**src/common/irqls_pkg.sv**
```systemverilog
// Constants for the infrared interrupt-cause and line-status block
package irqls_pkg;

  // ----------------------------------------------------------------
  // Register byte addresses
  // ----------------------------------------------------------------
  localparam logic [31:0] ADDR_MODE_DEF   = 32'h4180_0004;
  localparam logic [31:0] ADDR_IRQ_DMA    = 32'h4180_0008;
  localparam logic [31:0] ADDR_SRC_MASK   = 32'h4180_000C;
  localparam logic [31:0] ADDR_CAUSE      = 32'h4180_0010;
  localparam logic [31:0] ADDR_LINE_STAT  = 32'h4180_0014;
  localparam logic [31:0] ADDR_LIMIT_LOW  = 32'h4180_001C;
  localparam logic [31:0] ADDR_LIMIT_HIGH = 32'h4180_0020;

  // ----------------------------------------------------------------
  // Reset values
  // ----------------------------------------------------------------
  localparam logic [7:0] RST_CAUSE      = 8'h00;
  localparam logic [7:0] RST_CTRL       = 8'h00;
  localparam logic [7:0] RST_LIMIT_LOW  = 8'h00;
  localparam logic [7:0] RST_LIMIT_HIGH = 8'h00;

  // ----------------------------------------------------------------
  // Field positions
  // ----------------------------------------------------------------
  localparam int CAUSE_LAST_LOAD = 7;
  localparam int CAUSE_RX_ERR    = 6;
  localparam int CAUSE_UNDERRUN  = 5;
  localparam int CAUSE_LAST_DET  = 4;
  localparam int CAUSE_OVERRUN   = 3;
  localparam int CAUSE_LAST_READ = 2;
  localparam int CAUSE_TX_THR    = 1;
  localparam int CAUSE_RX_THR    = 0;
  localparam int LSR_TX_EMPTY    = 7;
  localparam int LSR_LAST_READ   = 5;
  localparam int LSR_FLEN_ERR    = 4;
  localparam int LSR_PHY_ERR     = 3;
  localparam int LSR_CRC_ERR     = 2;
  localparam int LSR_RSVD_ONE    = 1;
  localparam int LSR_RX_EMPTY    = 0;
  localparam int CNF_IRQ_EN      = 0;
  localparam int MODE_LSB        = 0;

  // ----------------------------------------------------------------
  // Modes and counts
  // ----------------------------------------------------------------
  localparam logic [2:0] MODE_FIR       = 3'h4;
  localparam logic [2:0] MODE_MIR       = 3'h2;
  localparam logic [3:0] MIR_ABORT_ONES = 4'h7;
  localparam logic [7:0] MODE_DEF_MASK  = 8'h1F;
  localparam logic [7:0] IRQ_DMA_MASK   = 8'h0D;

  typedef enum logic [1:0] {
    IRQLS_RX_IDLE,
    IRQLS_RX_FRAME,
    IRQLS_RX_DROP
  } irqls_rx_t;

endpackage

```
**src/design/irqls_sticky.sv**
```systemverilog
// Vector of sticky flags where setting wins over clearing
`timescale 1ns/1ps
module irqls_sticky
  import irqls_pkg::*;
#(
  parameter int W = 1
)
(
  // Clock and reset
  input  wire logic         clk,
  input  wire logic         resetn,
  // Events
  input  wire logic [W-1:0] set,
  input  wire logic [W-1:0] clr,
  // Flags
  output logic      [W-1:0] q
);

  // ----------------------------------------------------------------
  // Parameter check
  // ----------------------------------------------------------------
  if (W < 1)
  begin : g_bad_width
    $error("irqls_sticky: W must be at least 1");
  end

  // ----------------------------------------------------------------
  // Flags
  // ----------------------------------------------------------------
  wire logic [W-1:0] next_q;

  assign next_q = set | (q & ~clr);

  always_ff @(posedge clk or negedge resetn)
  begin
    if (!resetn)
      q <= '0;
    else
      q <= next_q;
  end

endmodule // irqls_sticky

```
**src/design/irqls_top.sv**
```systemverilog
// Interrupt-cause and line-status logic of the infrared controller
//
// Design decision made here: register access over APB.
`timescale 1ns/1ps
module irqls_top
  import irqls_pkg::*;
#(
  parameter int LW = 7
)
(
  // Clock and reset
  input  wire logic          clk,
  input  wire logic          resetn,
  // APB slave
  input  wire logic [31:0]   paddr,
  input  wire logic          psel,
  input  wire logic          penable,
  input  wire logic          pwrite,
  input  wire logic [31:0]   pwdata,
  output logic      [31:0]   prdata,
  output logic               pready,
  output logic               pslverr,
  // Receive path events
  input  wire logic          rx_begin_flag,
  input  wire logic          rx_byte,
  input  wire logic          rx_last_loaded,
  input  wire logic          rx_last_detect,
  input  wire logic          rx_crc_bad,
  input  wire logic          fir_bad_symbol,
  input  wire logic          mir_bit_valid,
  input  wire logic          mir_bit,
  input  wire logic          cpu_last_read,
  input  wire logic          rx_overrun,
  input  wire logic          rx_overrun_serviced,
  // Transmit path events
  input  wire logic          tx_underrun,
  input  wire logic          tx_underrun_serviced,
  input  wire logic          tx_fifo_empty,
  input  wire logic          tx_idle,
  // FIFO levels
  input  wire logic [LW-1:0] tx_level,
  input  wire logic [LW-1:0] tx_threshold,
  input  wire logic [LW-1:0] rx_level,
  input  wire logic [LW-1:0] rx_threshold,
  input  wire logic          rx_fifo_empty,
  // Outputs
  output logic               irq,
  output logic               rx_discard,
  output logic      [2:0]    op_mode
);

  // ----------------------------------------------------------------
  // Parameter check
  // ----------------------------------------------------------------
  if (LW < 1 || LW > 16)
  begin : g_bad_level
    $error("irqls_top: LW must be 1 to 16");
  end

  // ----------------------------------------------------------------
  // APB decode
  // ----------------------------------------------------------------
  logic [7:0] mode_definition;
  logic [7:0] irq_dma_config;
  logic [7:0] interrupt_source_mask;
  logic [7:0] rx_frame_limit_low;
  logic [7:0] rx_frame_limit_high;
  logic [7:0] rd_mask;

  wire logic hit_mode   = (paddr == ADDR_MODE_DEF);
  wire logic hit_cnf    = (paddr == ADDR_IRQ_DMA);
  wire logic hit_mask   = (paddr == ADDR_SRC_MASK);
  wire logic hit_cause  = (paddr == ADDR_CAUSE);
  wire logic hit_lsr    = (paddr == ADDR_LINE_STAT);
  wire logic hit_lo     = (paddr == ADDR_LIMIT_LOW);
  wire logic hit_hi     = (paddr == ADDR_LIMIT_HIGH);
  wire logic hit_any    = hit_mode | hit_cnf | hit_mask | hit_cause | hit_lsr
                          | hit_lo | hit_hi;
  wire logic setup_rd   = psel & ~penable & ~pwrite;
  wire logic done       = psel & penable;
  wire logic wr_done    = done & pwrite;
  wire logic cause_rd   = done & ~pwrite & hit_cause;
  wire logic lsr_rd     = done & ~pwrite & hit_lsr;

  assign pready  = 1'b1;
  assign pslverr = done & ~hit_any;

  // ----------------------------------------------------------------
  // Control registers
  // ----------------------------------------------------------------
  always_ff @(posedge clk or negedge resetn)
  begin
    if (!resetn)
    begin
      mode_definition       <= RST_CTRL;
      irq_dma_config        <= RST_CTRL;
      interrupt_source_mask <= RST_CTRL;
      rx_frame_limit_low    <= RST_LIMIT_LOW;
      rx_frame_limit_high   <= RST_LIMIT_HIGH;
    end
    else if (wr_done)
    begin
      if (hit_mode)
        mode_definition <= pwdata[7:0] & MODE_DEF_MASK;
      if (hit_cnf)
        irq_dma_config <= pwdata[7:0] & IRQ_DMA_MASK;
      if (hit_mask)
        interrupt_source_mask <= pwdata[7:0];
      if (hit_lo)
        rx_frame_limit_low <= pwdata[7:0];
      if (hit_hi)
        rx_frame_limit_high <= pwdata[7:0];
    end
  end

  assign op_mode = mode_definition[MODE_LSB +: 3];
  wire logic mode_fir = (op_mode == MODE_FIR);
  wire logic mode_mir = (op_mode == MODE_MIR);

  // ----------------------------------------------------------------
  // Frame length tracking
  // ----------------------------------------------------------------
  irqls_rx_t   rx_state;
  irqls_rx_t   next_rx_state;
  logic [15:0] byte_cnt;
  logic [15:0] next_byte_cnt;
  logic        flen_hit;
  wire  [15:0] frame_limit = {rx_frame_limit_high, rx_frame_limit_low};

  always_comb
  begin
    next_rx_state = rx_state;
    next_byte_cnt = byte_cnt;
    flen_hit      = 1'b0;
    case (rx_state)
      IRQLS_RX_IDLE:
      begin
        if (rx_begin_flag)
        begin
          next_rx_state = IRQLS_RX_FRAME;
          next_byte_cnt = '0;
        end
      end
      IRQLS_RX_FRAME:
      begin
        if (rx_begin_flag)
          next_byte_cnt = '0;
        else if (rx_byte && byte_cnt >= frame_limit)
        begin
          flen_hit      = 1'b1;
          next_rx_state = IRQLS_RX_DROP;
        end
        else if (rx_last_detect)
          next_rx_state = IRQLS_RX_IDLE;
        else if (rx_byte)
          next_byte_cnt = byte_cnt + 16'h0001;
      end
      IRQLS_RX_DROP:
      begin
        if (rx_begin_flag)
        begin
          next_rx_state = IRQLS_RX_FRAME;
          next_byte_cnt = '0;
        end
      end
      default:
      begin
        next_rx_state = IRQLS_RX_IDLE;
      end
    endcase
  end

  always_ff @(posedge clk or negedge resetn)
  begin
    if (!resetn)
    begin
      rx_state <= IRQLS_RX_IDLE;
      byte_cnt <= '0;
    end
    else
    begin
      rx_state <= next_rx_state;
      byte_cnt <= next_byte_cnt;
    end
  end

  assign rx_discard = (rx_state == IRQLS_RX_DROP);

  // ----------------------------------------------------------------
  // MIR abort pattern counter
  // ----------------------------------------------------------------
  logic [3:0] ones_cnt;
  logic [3:0] next_ones_cnt;

  always_comb
  begin
    next_ones_cnt = ones_cnt;
    if (!mode_mir || (mir_bit_valid && !mir_bit))
      next_ones_cnt = '0;
    else if (mir_bit_valid && ones_cnt <= MIR_ABORT_ONES)
      next_ones_cnt = ones_cnt + 4'h1;
  end

  always_ff @(posedge clk or negedge resetn)
  begin
    if (!resetn)
      ones_cnt <= '0;
    else
      ones_cnt <= next_ones_cnt;
  end

  wire logic mir_abort = mode_mir & mir_bit_valid & mir_bit
                         & (ones_cnt == MIR_ABORT_ONES);
  wire logic phy_set   = (mode_fir & fir_bad_symbol) | mir_abort;

  // ----------------------------------------------------------------
  // Line status flags
  // ----------------------------------------------------------------
  logic [3:0] lsr_q;
  wire  [3:0] lsr_set = {cpu_last_read, flen_hit, phy_set, rx_crc_bad};
  wire  [3:0] lsr_clr = {4{lsr_rd}} & rd_mask[LSR_CRC_ERR +: 4];

  irqls_sticky #(.W(4)) u_lsr_flags
  (
    .clk    (clk),
    .resetn (resetn),
    .set    (lsr_set),
    .clr    (lsr_clr),
    .q      (lsr_q)
  );

  wire logic tx_empty = tx_fifo_empty & tx_idle;
  wire [7:0] lsr_val  = {tx_empty, 1'b0, lsr_q, 1'b1, rx_fifo_empty};

  // ----------------------------------------------------------------
  // Interrupt cause flags
  // ----------------------------------------------------------------
  logic       loaded_seen;
  logic [4:0] cause_q;
  wire  [7:0] ier = interrupt_source_mask;
  wire logic  last_read_ok = cpu_last_read & ier[CAUSE_LAST_READ] & loaded_seen;
  wire  [4:0] cause_set = {rx_last_loaded,
                           tx_underrun & ier[CAUSE_UNDERRUN],
                           rx_last_detect & ier[CAUSE_LAST_DET],
                           rx_overrun & ier[CAUSE_OVERRUN],
                           last_read_ok};
  wire  [4:0] cause_clr = {cause_rd & rd_mask[CAUSE_LAST_LOAD],
                           tx_underrun_serviced,
                           cause_rd & rd_mask[CAUSE_LAST_DET],
                           rx_overrun_serviced,
                           cause_rd & rd_mask[CAUSE_LAST_READ]};

  irqls_sticky #(.W(5)) u_cause_flags
  (
    .clk    (clk),
    .resetn (resetn),
    .set    (cause_set),
    .clr    (cause_clr),
    .q      (cause_q)
  );

  always_ff @(posedge clk or negedge resetn)
  begin
    if (!resetn)
      loaded_seen <= 1'b0;
    else
      loaded_seen <= rx_last_loaded | (loaded_seen & ~cpu_last_read);
  end

  wire logic err_any  = ier[CAUSE_RX_ERR] & (|lsr_q[2:0]);
  wire logic tx_below = (tx_level < tx_threshold);
  wire logic rx_above = (rx_level >= rx_threshold);
  wire [7:0] cause_val = {cause_q[4], err_any, cause_q[3:1], cause_q[0],
                          tx_below, rx_above};

  assign irq = irq_dma_config[CNF_IRQ_EN] & (|(cause_val & ier));

  // ----------------------------------------------------------------
  // Read data capture
  // ----------------------------------------------------------------
  wire [7:0] rd_val = hit_cause ? cause_val :
                      hit_lsr   ? lsr_val :
                      hit_mode  ? mode_definition :
                      hit_cnf   ? irq_dma_config :
                      hit_mask  ? interrupt_source_mask :
                      hit_lo    ? rx_frame_limit_low :
                      hit_hi    ? rx_frame_limit_high : 8'h00;

  always_ff @(posedge clk or negedge resetn)
  begin
    if (!resetn)
      rd_mask <= RST_CAUSE;
    else if (setup_rd)
      rd_mask <= rd_val;
  end

  assign prdata = {24'h0000_00, rd_mask};
endmodule // irqls_top

```
**config.mk**
```make
export PLATFORM = sky130hd
export DESIGN_NAME = irqls_top
export DESIGN_NICKNAME = d
export VERILOG_FILES = /design/src/common/irqls_pkg.sv /design/src/design/irqls_sticky.sv /design/src/design/irqls_top.sv
export SDC_FILE = /design/constraint.sdc
export NUM_CORES = 1
export LEC_CHECK = 0
export ABC_AREA = 1
export BUFFER_PORTS_ARGS = -buffer_cell sky130_fd_sc_hd__buf_2
export CAP_MARGIN = 20
export CORE_MARGIN = 2
export CORE_UTILIZATION = 25
export DETAILED_ROUTE_END_ITERATION = 10
export SLEW_MARGIN = 30
export SYNTH_ARGS = -nofsm -noshare
export SYNTH_HDL_FRONTEND = slang
export SYNTH_HIERARCHICAL = 1
export SYNTH_SLANG_ARGS = --single-unit
```
**constraint.sdc**
```tcl
create_clock -name clk -period 2.4 [get_ports clk]
set_clock_uncertainty 0.05 [all_clocks]
set_input_delay 0 -clock clk [delete_from_list [all_inputs] [get_ports clk]]
set_output_delay 0 -clock clk [all_outputs]
set_load 0.01 [all_outputs]
```
==> flow_summary.yaml, run 1 <==
power:
  power.density_nw_per_um2: 438.7
  p_leak_nw: 3.267
  finalPower_mw: 2.799
  ir_worst_vdd_mv: 0.3570
routing:
  first_pass_iters: 5
  wl_um: 13510
  wire_per_inst_um: 11.78
  drc: 0
  vias_per_cell: 4.288
  postRouteAntennaNets: 0
  drt_iter0_drc: 244
  vias: 4918
min_path:
  worstHoldPathCells: 3
  hold_class: "input pin to flip-flop"
clock_network:
  cts.path.max_buffers: 2
  clock_latency_ps: 330
  cts_buffers: 9
  cts_setup_buffers: 0
  clk_pin_slew_ps: 60
  cts_root_buf: "clkbuf_16"
  htreeDepth: 3
  cts_tree: "yes"
  clock-sinks: 72
floorplanning:
  core_um2: 20360
  dieWidth_um: 148.5
  fp.dieH_um: 148.5
  die_area_um2: 22040
  initial_utilization_pct: 25.62
  ios: 152
  rows: 52
sta:
  tns_ps: 0
  hold_viol: 0
  setup_violations: 0
  fin_ws_ps: 55.87
  min_period_ps: 2344
  hold_ws_ps: 8.163
  fmax_mhz: 426.6
  worstMarginPinSlew_ps: 574.3
  fin_crit_sh_pct: 97.67
  slew_violations: 0
  slew_headroom_pct: 61.57
final_layout:
  fin_nets: 1019
  fin_util_pct: 31.32
  stdcell_area_um2: 6379
  drive_above_1_share_pct: 16.76
  syn_to_final_growth_pct: 22.25
  diodes: 0
  layout.cells.non_filler: 1147
placement:
  place_hpwl_um: 10710
  dp_cells: 1115
  dp_slack_ps: 249.6
  finalWeightedCongestion: 0.8714
  port_buffers: 102
  dpl_cell_area_um2: 5927
synthesis:
  avgSynthCellArea_um2: 6.938
  synthCells: 752
  synthFlopType: "dfrtp_1"
  yosysMostFrequentCell: "nand2_1"
  ys_seq_elements: 72
  syn-cell-area_um2: 5218
  synth_top_cells_by_count: "200 x nand2_1, 134 x inv_1, 79 x nor2_1, 72 x dfrtp_1, 36 x nand3_1"
  synth_edf_count: 0
  yosys-top-cells-area: "dfrtp_1 35%, nand2_1 14%, inv_1 9.6%"
  synthArstFlopShare_pct: 100.0
  yosysTopAreaCell: "dfrtp_1"
  synth.top_cell.area_share_pct: 34.53
  ys_types: 40
  ys_seq_area_share_pct: 34.53
  synth.yosys.warnings: 6
worst_setup_path:
  rrSetupSlack_ps: 60
  critPathKind: "flip-flop to flip-flop"
  rr_worst_depth: 8
  cp_max_fo: 6
  crit_end: "rx_state[0]"
  cp-startpoint: "byte_cnt[10]"
  crit_arrival_ps: 2510
  crit_required_ps: 2570
  endpoint_kind: "flip-flop"
  start_kind: "flip-flop"
  r2r-start: "byte_cnt[10]"
  reg2reg_to: "rx_state[0]"
global_route:
  antenna_found_initial: 0
  grt_pass1_wl_um: 22450
  grt_max_degree: 45
  grt_pass1_vias: 4586
  grt.overflow.total: 0
  track_usage_pct: 12.60
run:
  cap_violations: 0
status:
  status: "finished clean"
## routing by layer
layer / GRT usage [%] / wire length, um
met1: 17.27 / 6597
met2: 20.46 / 6063
met3: 2.853 / 714
met4: 2.571 / 130
met5: 0 / 0
## worst max-delay path: stages, from the launching register on
cell           delay, ps
dfrtp_1              440
ha_1                 320
nand4_1              120
nor3_2               250
nand3_1              130
nand3_2              130
a21oi_1               80
o21a_1               160
dlygate4sd3_1        550
## cells by family after synthesis
| kind of cell | Yosys count | synth area share (%) |
|---|---|---|
| AOI/OAI and AO/OA | 80 | 8.537 |
| xor gates and xnor gates | 8 | 1.343 |
| adders and majority gates | 31 | 7.434 |
| buffers and inverters | 178 | 15.47 |
| DFF | 72 | 34.53 |
| other | 2 | 0.1439 |
| and+or+nand+nor | 381 | 32.54 |
## report_power, final
group / switching [mW] / internal (mW) / total [mW]
logic: 0.245 / 0.155 / 0.400
clock network: 0.478 / 0.678 / 1.16
registers: 0.0133 / 1.23 / 1.24
## flip-flops by register name, summed over array words and instances, names as in the netlist
| signal | count |
|---|---|
| u_lsr_flags/q | 4 |
| rx_state | 2 |
| rd_mask | 8 |
| loaded_seen | 1 |
| byte_cnt | 16 |
| mode_definition | 5 |
| ier | 8 |
| rx_frame_limit_low | 8 |
| rx_frame_limit_high | 8 |
| u_cause_flags/q | 5 |
| irq_dma_config | 3 |
| ones_cnt | 4 |
## worst min path at each step
stage / from / to
finish: pwdata[0] / rx_frame_limit_high[0]
global route: pwdata[0] / irq_dma_config[0]
CTS: tx_idle / rd_mask[7]
detailed placement: resetn / rd_mask[5]
global placement: resetn / rd_mask[5]
floorplan: resetn / byte_cnt[0]
## repair_timing
action	4_1_cts	5_1_grt
hold buffers	19	0
resized for setup	0	3
setup endpoints to repair	0	1
endpoints found under the hold margin	100	0
## placed cells by master (no fill, tap or decap), drive strengths merged
master,n
xnor2,3
conb,25
clkbuf,11
ha,31
o2111ai,1
o21bai,2
o22ai,1
nand4,30
nor3,15
dlygate4sd3,19
dfrtp,72
clkinv,2
or2,2
o31ai,1
buf,111
o21a,4
a21oi,23
nor3b,4
o21ai,42
nand2,201
xor2,5
o211ai,1
a32o,1
inv,137
a21bo,1
nand3,43
a41oi,1
nor2,84
a21o,1
nand3b,2
a22o,1
## area by class of cell
type                    count  area, um^2
clock buffers              11       232.7
clock inverters             2       10.01
fillers                  2210       13990
multi-input cells         525        2713
repair buffers            130       768.2
flip-flops and latches     72        1803
well taps                 270       337.8
inverters                 137       514.2
Note: power is estimated with default switching activity, not from simulation.
==> run 2, diff against run 1 <==
--- a/config.mk
+++ b/config.mk
@@ -5,7 +5,6 @@
 export SDC_FILE = /design/constraint.sdc
 export NUM_CORES = 1
 export LEC_CHECK = 0
-export ABC_AREA = 1
 export BUFFER_PORTS_ARGS = -buffer_cell sky130_fd_sc_hd__buf_2
 export CAP_MARGIN = 20
 export CORE_MARGIN = 2
==> run 2 against run 1 <==
Net effect:
- sequential share of layout area increased by 1.1 points
- first-iteration DRC count increased by 11%
- total power decreased by 1.0%
- fmax increased by 2.2%
- global-route usage increased by 0.77 points
- setup slack improved by 51 ps
- flip-flop and latch count unchanged
- critical path depth unchanged
- largest power group is now the clock network
- highest routed layer unchanged
==> flow_summary.yaml, run 2 <==
worst_setup_path:
  crit_arrival_ps: 2470
  cp.depth: 8
  start_kind: "flip-flop"
  critPathKind: "flip-flop to flip-flop"
  rr_worst_depth: 8
  path_delay_family: "compound AO/OA/AOI/OAI gates"
  slowest_delay_ps: 410
  cp_max_fo: 9
  crit_required_ps: 2570
  crit_chain: "inv_1 -> ha_1 -> a211oi_2 -> nand2_1 -> o221ai_1 -> a21oi_2 -> or3_4 -> o41ai_1"
  path_buf_inv: 1
  endpoint_kind: "flip-flop"
  cp_slowest_cell: "or3_4"
floorplanning:
  dieWidth_um: 141.8
  ios: 152
  core_um2: 18640
  die_area_um2: 20120
  fp.dieH_um: 141.8
  rows: 50
  initial_utilization_pct: 25.48
min_path:
  hold_class: "input pin to flip-flop"
  worstHoldPathCells: 4
synthesis:
  avgSynthCellArea_um2: 9.499
  synth_top_family_by_area: "compound AO/OA/AOI/OAI gates"
  synth.top_cell.area_share_pct: 37.93
  ys_types: 62
  yosysMostFrequentCell: "dfrtp_1"
  synthCells: 500
  synthFlopType: "dfrtp_1"
  synthArstFlopShare_pct: 100.0
  synth_compound_area_share_pct: 18.07
  synthXorXnorAreaFrac_pct: 0.3688
  synth-simple-area-share_pct: 17.28
  synth_edf_count: 0
  synth_mux_area_share_pct: 9.062
  ys_seq_elements: 72
  synthAdderAreaFrac_pct: 8.166
  synth.yosys.warnings: 6
  yosys-top-cells-area: "dfrtp_1 38%, ha_1 8.2%, mux2_2 7.6%"
  syn-cell-area_um2: 4750
  ys_seq_area_share_pct: 37.93
  yosysTopAreaCell: "dfrtp_1"
  synth_top_cells_by_count: "72 x dfrtp_1, 44 x inv_1, 32 x mux2_2, 32 x nand2_1, 31 x ha_1"
sta:
  hold_viol: 0
  slew_headroom_pct: 54.57
  fmax_mhz: 436.1
  worstMarginPinSlew_ps: 664.3
  slew_violations: 0
  min_period_ps: 2293
  setup_violations: 0
  fin_crit_sh_pct: 95.54
power:
  p_seq_share_pct: 44.2
  power.density_nw_per_um2: 451.4
  ir_worst_vdd_mv: 0.2761
  finalPower_mw: 2.770
  p_leak_nw: 2.942
  p_int_mw: 2.069
  p_sw_uw: 700.8
  switching_share_pct: 25.30
  comb_power_share_pct: 10.8
  p_clk_share_pct: 45.0
final_layout:
  final_cell_mix: "101 x buf_2, 72 x dfrtp_1, 44 x inv_1, 32 x nand2_1, 32 x mux2_2"
  stdcell_area_um2: 6136
  fin_nets: 791
  drive_above_1_share_pct: 30.41
  top_register: "byte_cnt"
  largest_reg_flops: 16
  syn_to_final_growth_pct: 29.19
  final_common_cell: "buf_2"
run:
  cap_violations: 0
routing:
  drc: 0
  wire_per_inst_um: 14.95
  postRouteAntennaNets: 0
  wl_um: 13250
  vias: 4353
  first_pass_iters: 5
  drt_iter0_drc: 271
  vias_per_cell: 4.913
global_route:
  grt_pass1_wl_um: 21180
  grt_pass1_vias: 4146
  antenna_found_initial: 1
  grt.overflow.total: 0
  track_usage_pct: 13.38
  grt_max_degree: 73
clock_network:
  clk_pin_slew_ps: 60
  cts_buffers: 9
  clock-sinks: 72
  clock_latency_ps: 350
  cts_tree: "yes"
  cts.path.max_buffers: 2
  htreeDepth: 3
  cts_root_buf: "clkbuf_16"
status:
  status: "finished clean"
placement:
  dpl_cell_area_um2: 5599
  finalWeightedCongestion: 0.8368
  port_buffers: 102
  place_hpwl_um: 10160
[run 2: cell count changes after synthesis, moves of 9 or more]
cell	previous run	this run
a21o_1	1	11
inv_1	134	44
mux2_2	0	32
nand2_1	200	32
nand2b_1	0	12
nand3_1	36	14
nand4_1	28	5
nor2_1	79	28
o21ai_0	29	17
o21ai_1	13	0
o311ai_0	0	9
o31ai_1	1	13
[run 2: layer usage]
metal  global-route usage [%]  share of wire (%)  up-vias  wire [um]
met3                    2.430                5.5       27        731
li1                         -                  -     2073          -
met5                        0                  0        -          0
met4                    6.316                3.2        0        422
met1                    17.53                 45     2105       5973
met2                    21.41                 46      148       6119
[run 2: path summary, 6_finish.rpt]
path / startpoint / end / slack (ps)
worst max register to register: rx_frame_limit_low[5] / byte_cnt[11] / 110
worst min register to register: rd_mask[6] / rd_mask[6] / 440
worst min-delay path: fir_bad_symbol / u_lsr_flags/q[1] / 60
max in group asynchronous: resetn / mode_definition[2] / 1620
worst max-delay path: rx_frame_limit_low[5] / byte_cnt[11] / 110
min in group asynchronous: resetn / rx_state[0] / 190
[run 2: kinds of logic (layout without fill, tap and decap cells)]
| family | after synthesis | count (layout) |
|---|---|---|
| AND/OR/NAND/NOR | 148 | 148 |
| AO/OA/AOI/OAI | 121 | 121 |
| buffers and inverters | 85 | 213 |
| flip-flops | 72 | 72 |
| multiplexers | 39 | 39 |
| adder cells (fa/ha/maj) | 31 | 31 |
| other | 2 | 26 |
| XOR/XNOR | 2 | 2 |
[run 2: power groups by stage]
stage / clock network, mW / logic, mW / registers (mW)
6_report: 1.25 / 0.299 / 1.22
5_1_grt: 1.32 / 0.337 / 1.22
4_1_cts: 1.27 / 0.300 / 1.22
3_5_place_dp: 0 / 0.274 / 1.25
3_3_place_gp: 0 / 0.271 / 1.25
2_1_floorplan: 0 / 0.156 / 1.24
[run 2: tightest hold or removal path, delay by kind of cell]
family                 cells  cell delay (ps)
AO/OA/AOI/OAI              2              180
AND/OR/NAND/NOR            1              160
buffers and inverters      1               80
[run 2: metrics by stage]
stage	worst slack (ps)	utilization, %	cells	setup TNS, ps	hold slack (ps)
after floorplan	116.9	-	523	0	-345.6
after global placement	-0.9734	30.03	847	-0.9734	129.5
after detailed placement	-10.71	30.03	847	-10.71	159.1
after CTS	15.80	32.65	883	0	45.85
after global routing	-29.45	32.90	885	-97.68	82.42
final	106.9	32.91	886	0	61.60
[run 2: final cells by class]
type | count | area (um^2)
fill | 1915 | 12510
multi-input combinational | 366 | 2638
antenna | 1 | 2.502
tap | 234 | 292.8
clock buffer | 10 | 239.0
clock inverter | 5 | 33.78
inverter | 44 | 165.2
sequential | 72 | 1802
timing repair buffer | 154 | 963.4
[run 2: what timing repair did]
action                     CTS  global route
pin swaps                    0             1
setup buffers                0             2
hold buffers                21             0
resized for setup            1             6
hold endpoints to repair   116             0
setup endpoints to repair    5            10
==> run 3, diff against run 2 <==
==> constraint.sdc (replaced) <==
create_clock -name clk -period 2.4 [get_ports clk]
set_clock_uncertainty 0.05 [all_clocks]
set_input_delay 0.36 -clock clk [delete_from_list [all_inputs] [get_ports clk]]
set_output_delay 0.36 -clock clk [all_outputs]
set_load 0.01 [all_outputs]
==> run 3 against run 2 <==
Net effect:
- hold slack better by 95 ps
- utilization up 0.28 points
- routed wire length about the same
- non-clock buffer count unchanged
- die area unchanged
- largest cell class unchanged
==> flow_summary.yaml, run 3 (synthesis gave the netlist of run 2 again) <==
status:
  status: "finished clean"
floorplanning:
  fp.dieH_um: 141.8
  rows: 50
  die_area_um2: 20120
  ios: 152
  initial_utilization_pct: 25.48
  dieWidth_um: 141.8
  core_um2: 18640
worst_setup_path:
  rrSetupSlack_ps: 170
  endpoint_kind: "primary output"
  start_kind: "input pin"
  timing.critical_path.mode_cell: "buf_2"
  cp_slowest_cell: "a2111oi_0"
  r2r-start: "byte_cnt[3]"
  rr_worst_depth: 10
  reg2reg_to: "u_lsr_flags/q[2]"
  slowest_delay_ps: 370
  cp_max_fo: 2
  crit_arrival_ps: 1890
  critPathKind: "input pin to primary output"
  crit_required_ps: 1990
  crit_chain: "buf_2 -> ha_1 -> a2111oi_0 -> buf_4 -> a21oi_1 -> a221oi_1 -> nor2b_1 -> buf_2"
power:
  switching_share_pct: 24.01
  ir_worst_vdd_mv: 0.2899
  p_clk_share_pct: 49.9
  p_sw_uw: 720.8
  finalPower_mw: 3.002
  p_leak_nw: 2.999
  power.density_nw_per_um2: 485.2
  p_seq_share_pct: 40.7
  comb_power_share_pct: 9.4
  p_int_mw: 2.281
final_layout:
  largest_reg_flops: 16
  syn_to_final_growth_pct: 30.27
  stdcell_area_um2: 6187
  fill_cells: 1897
  drive_above_1_share_pct: 34.51
  diodes: 0
  top_register: "byte_cnt"
  final_common_cell: "buf_2"
  final_cell_mix: "102 x buf_2, 71 x dfrtp_1, 49 x buf_4, 44 x inv_1"
  fin_nets: 791
  seqCellArea_um2: 1803
  multi_input_area_um2: 2678
run:
  cap_violations: 0
sta:
  slew_violations: 0
  tns_ps: 0
  min_period_ps: 2295
  slew_headroom_pct: 60.98
  grt_setup_unrepaired: "false"
  worstMarginPinSlew_ps: 583.9
  setup_violations: 0
  fmax_mhz: 435.7
  fin_crit_sh_pct: 95.63
  hold_viol: 0
clock_network:
  clock-sinks: 72
  cts.path.max_buffers: 2
  cts_root_buf: "clkbuf_16"
  cts_buffers: 9
  clock_latency_ps: 350
  htreeDepth: 3
  clk_pin_slew_ps: 60
  cts_tree: "yes"
global_route:
  grt_max_degree: 38
  grt_pass1_wl_um: 20920
  grt_pass1_vias: 4141
  grt.overflow.total: 0
  antenna_found_initial: 1
  track_usage_pct: 13.19
min_path:
  hold_start: "rx_crc_bad"
  hold_class: "input pin to flip-flop"
  worstHoldPathCells: 2
  min_to: "u_lsr_flags/q[0]"
placement:
  dpl_cell_area_um2: 5732
  place_hpwl_um: 10360
  finalWeightedCongestion: 0.8491
  port_buffers: 102
routing:
  first_pass_iters: 5
  postRouteAntennaNets: 0
  drt_iter0_drc: 236
  vias_per_cell: 4.806
  vias: 4258
  wl_um: 13250
  wire_per_inst_um: 14.95
  drc: 0
## run 3: how the worst max path moves through the flow
stage	from	end	slack, ps	cells past startpoint
2_1_floorplan	rx_frame_limit_high[2]	byte_cnt[13]	120	10
4_1_cts	rx_frame_limit_high[2]	byte_cnt[4]	20	9
6_report	rx_level[5]	irq	100	8
3_5_place_dp	rx_frame_limit_high[2]	byte_cnt[9]	-4	8
5_1_grt	rx_level[0]	irq	3	10
3_3_place_gp	rx_frame_limit_high[2]	byte_cnt[9]	20	8
## run 3: area by class of cell
type | instances | share of cell area (%)
tap | 234 | 4.732
sequential | 72 | 29.14
timing repair buffer | 154 | 14.86
clock inverter | 6 | 1.456
inverter | 44 | 2.669
clock buffer | 10 | 3.862
multi-input combinational | 366 | 43.28
## run 3: what timing repair did
item	4_1_cts	5_1_grt
setup buffers	0	5
cloned	0	1
setup endpoints to repair	2	16
pin swaps	0	4
resized for setup	2	12
hold buffers	1	0
endpoints found under the hold margin	36	0
## run 3: through the flow
| stage | cells | hold WS (ps) | worst slack, ps | util [%] |
|---|---|---|---|---|
| 6_report | 886 | 156.1 | 105.0 | 33.19 |
| 5_1_grt | 886 | 151.6 | 2.970 | 33.19 |
| 4_1_cts | 880 | 146.1 | 18.20 | 32.64 |
| 3_5_place_dp | 863 | 315.7 | -3.739 | 30.75 |
| 3_3_place_gp | 863 | 319.8 | 22.66 | 30.75 |
| 2_1_floorplan | 523 | 14.41 | 116.9 | - |
## run 3: layer usage
| layer | wire length, um | global-route usage (%) |
|---|---|---|
| met1 | 5982 | 17.07 |
| met2 | 6321 | 21.49 |
| met3 | 640 | 2.902 |
| met4 | 290 | 5.211 |
| met5 | 13 | 0 |
## run 3: power by group through the flow
stage	Sequential, mW	Clock, mW	Combinational (mW)
3_3_place_gp	1.25	0	0.279
5_1_grt	1.22	1.59	0.319
3_5_place_dp	1.25	0	0.281
4_1_cts	1.22	1.52	0.284
6_report	1.22	1.50	0.282
2_1_floorplan	1.24	0	0.156
## run 3: worst max-delay path, delay by kind of cell
kind | cells | cell delay (ps)
fa+ha+maj | 1 | 290
buf+inv | 3 | 430
simple gates | 1 | 80
compound gates | 3 | 720
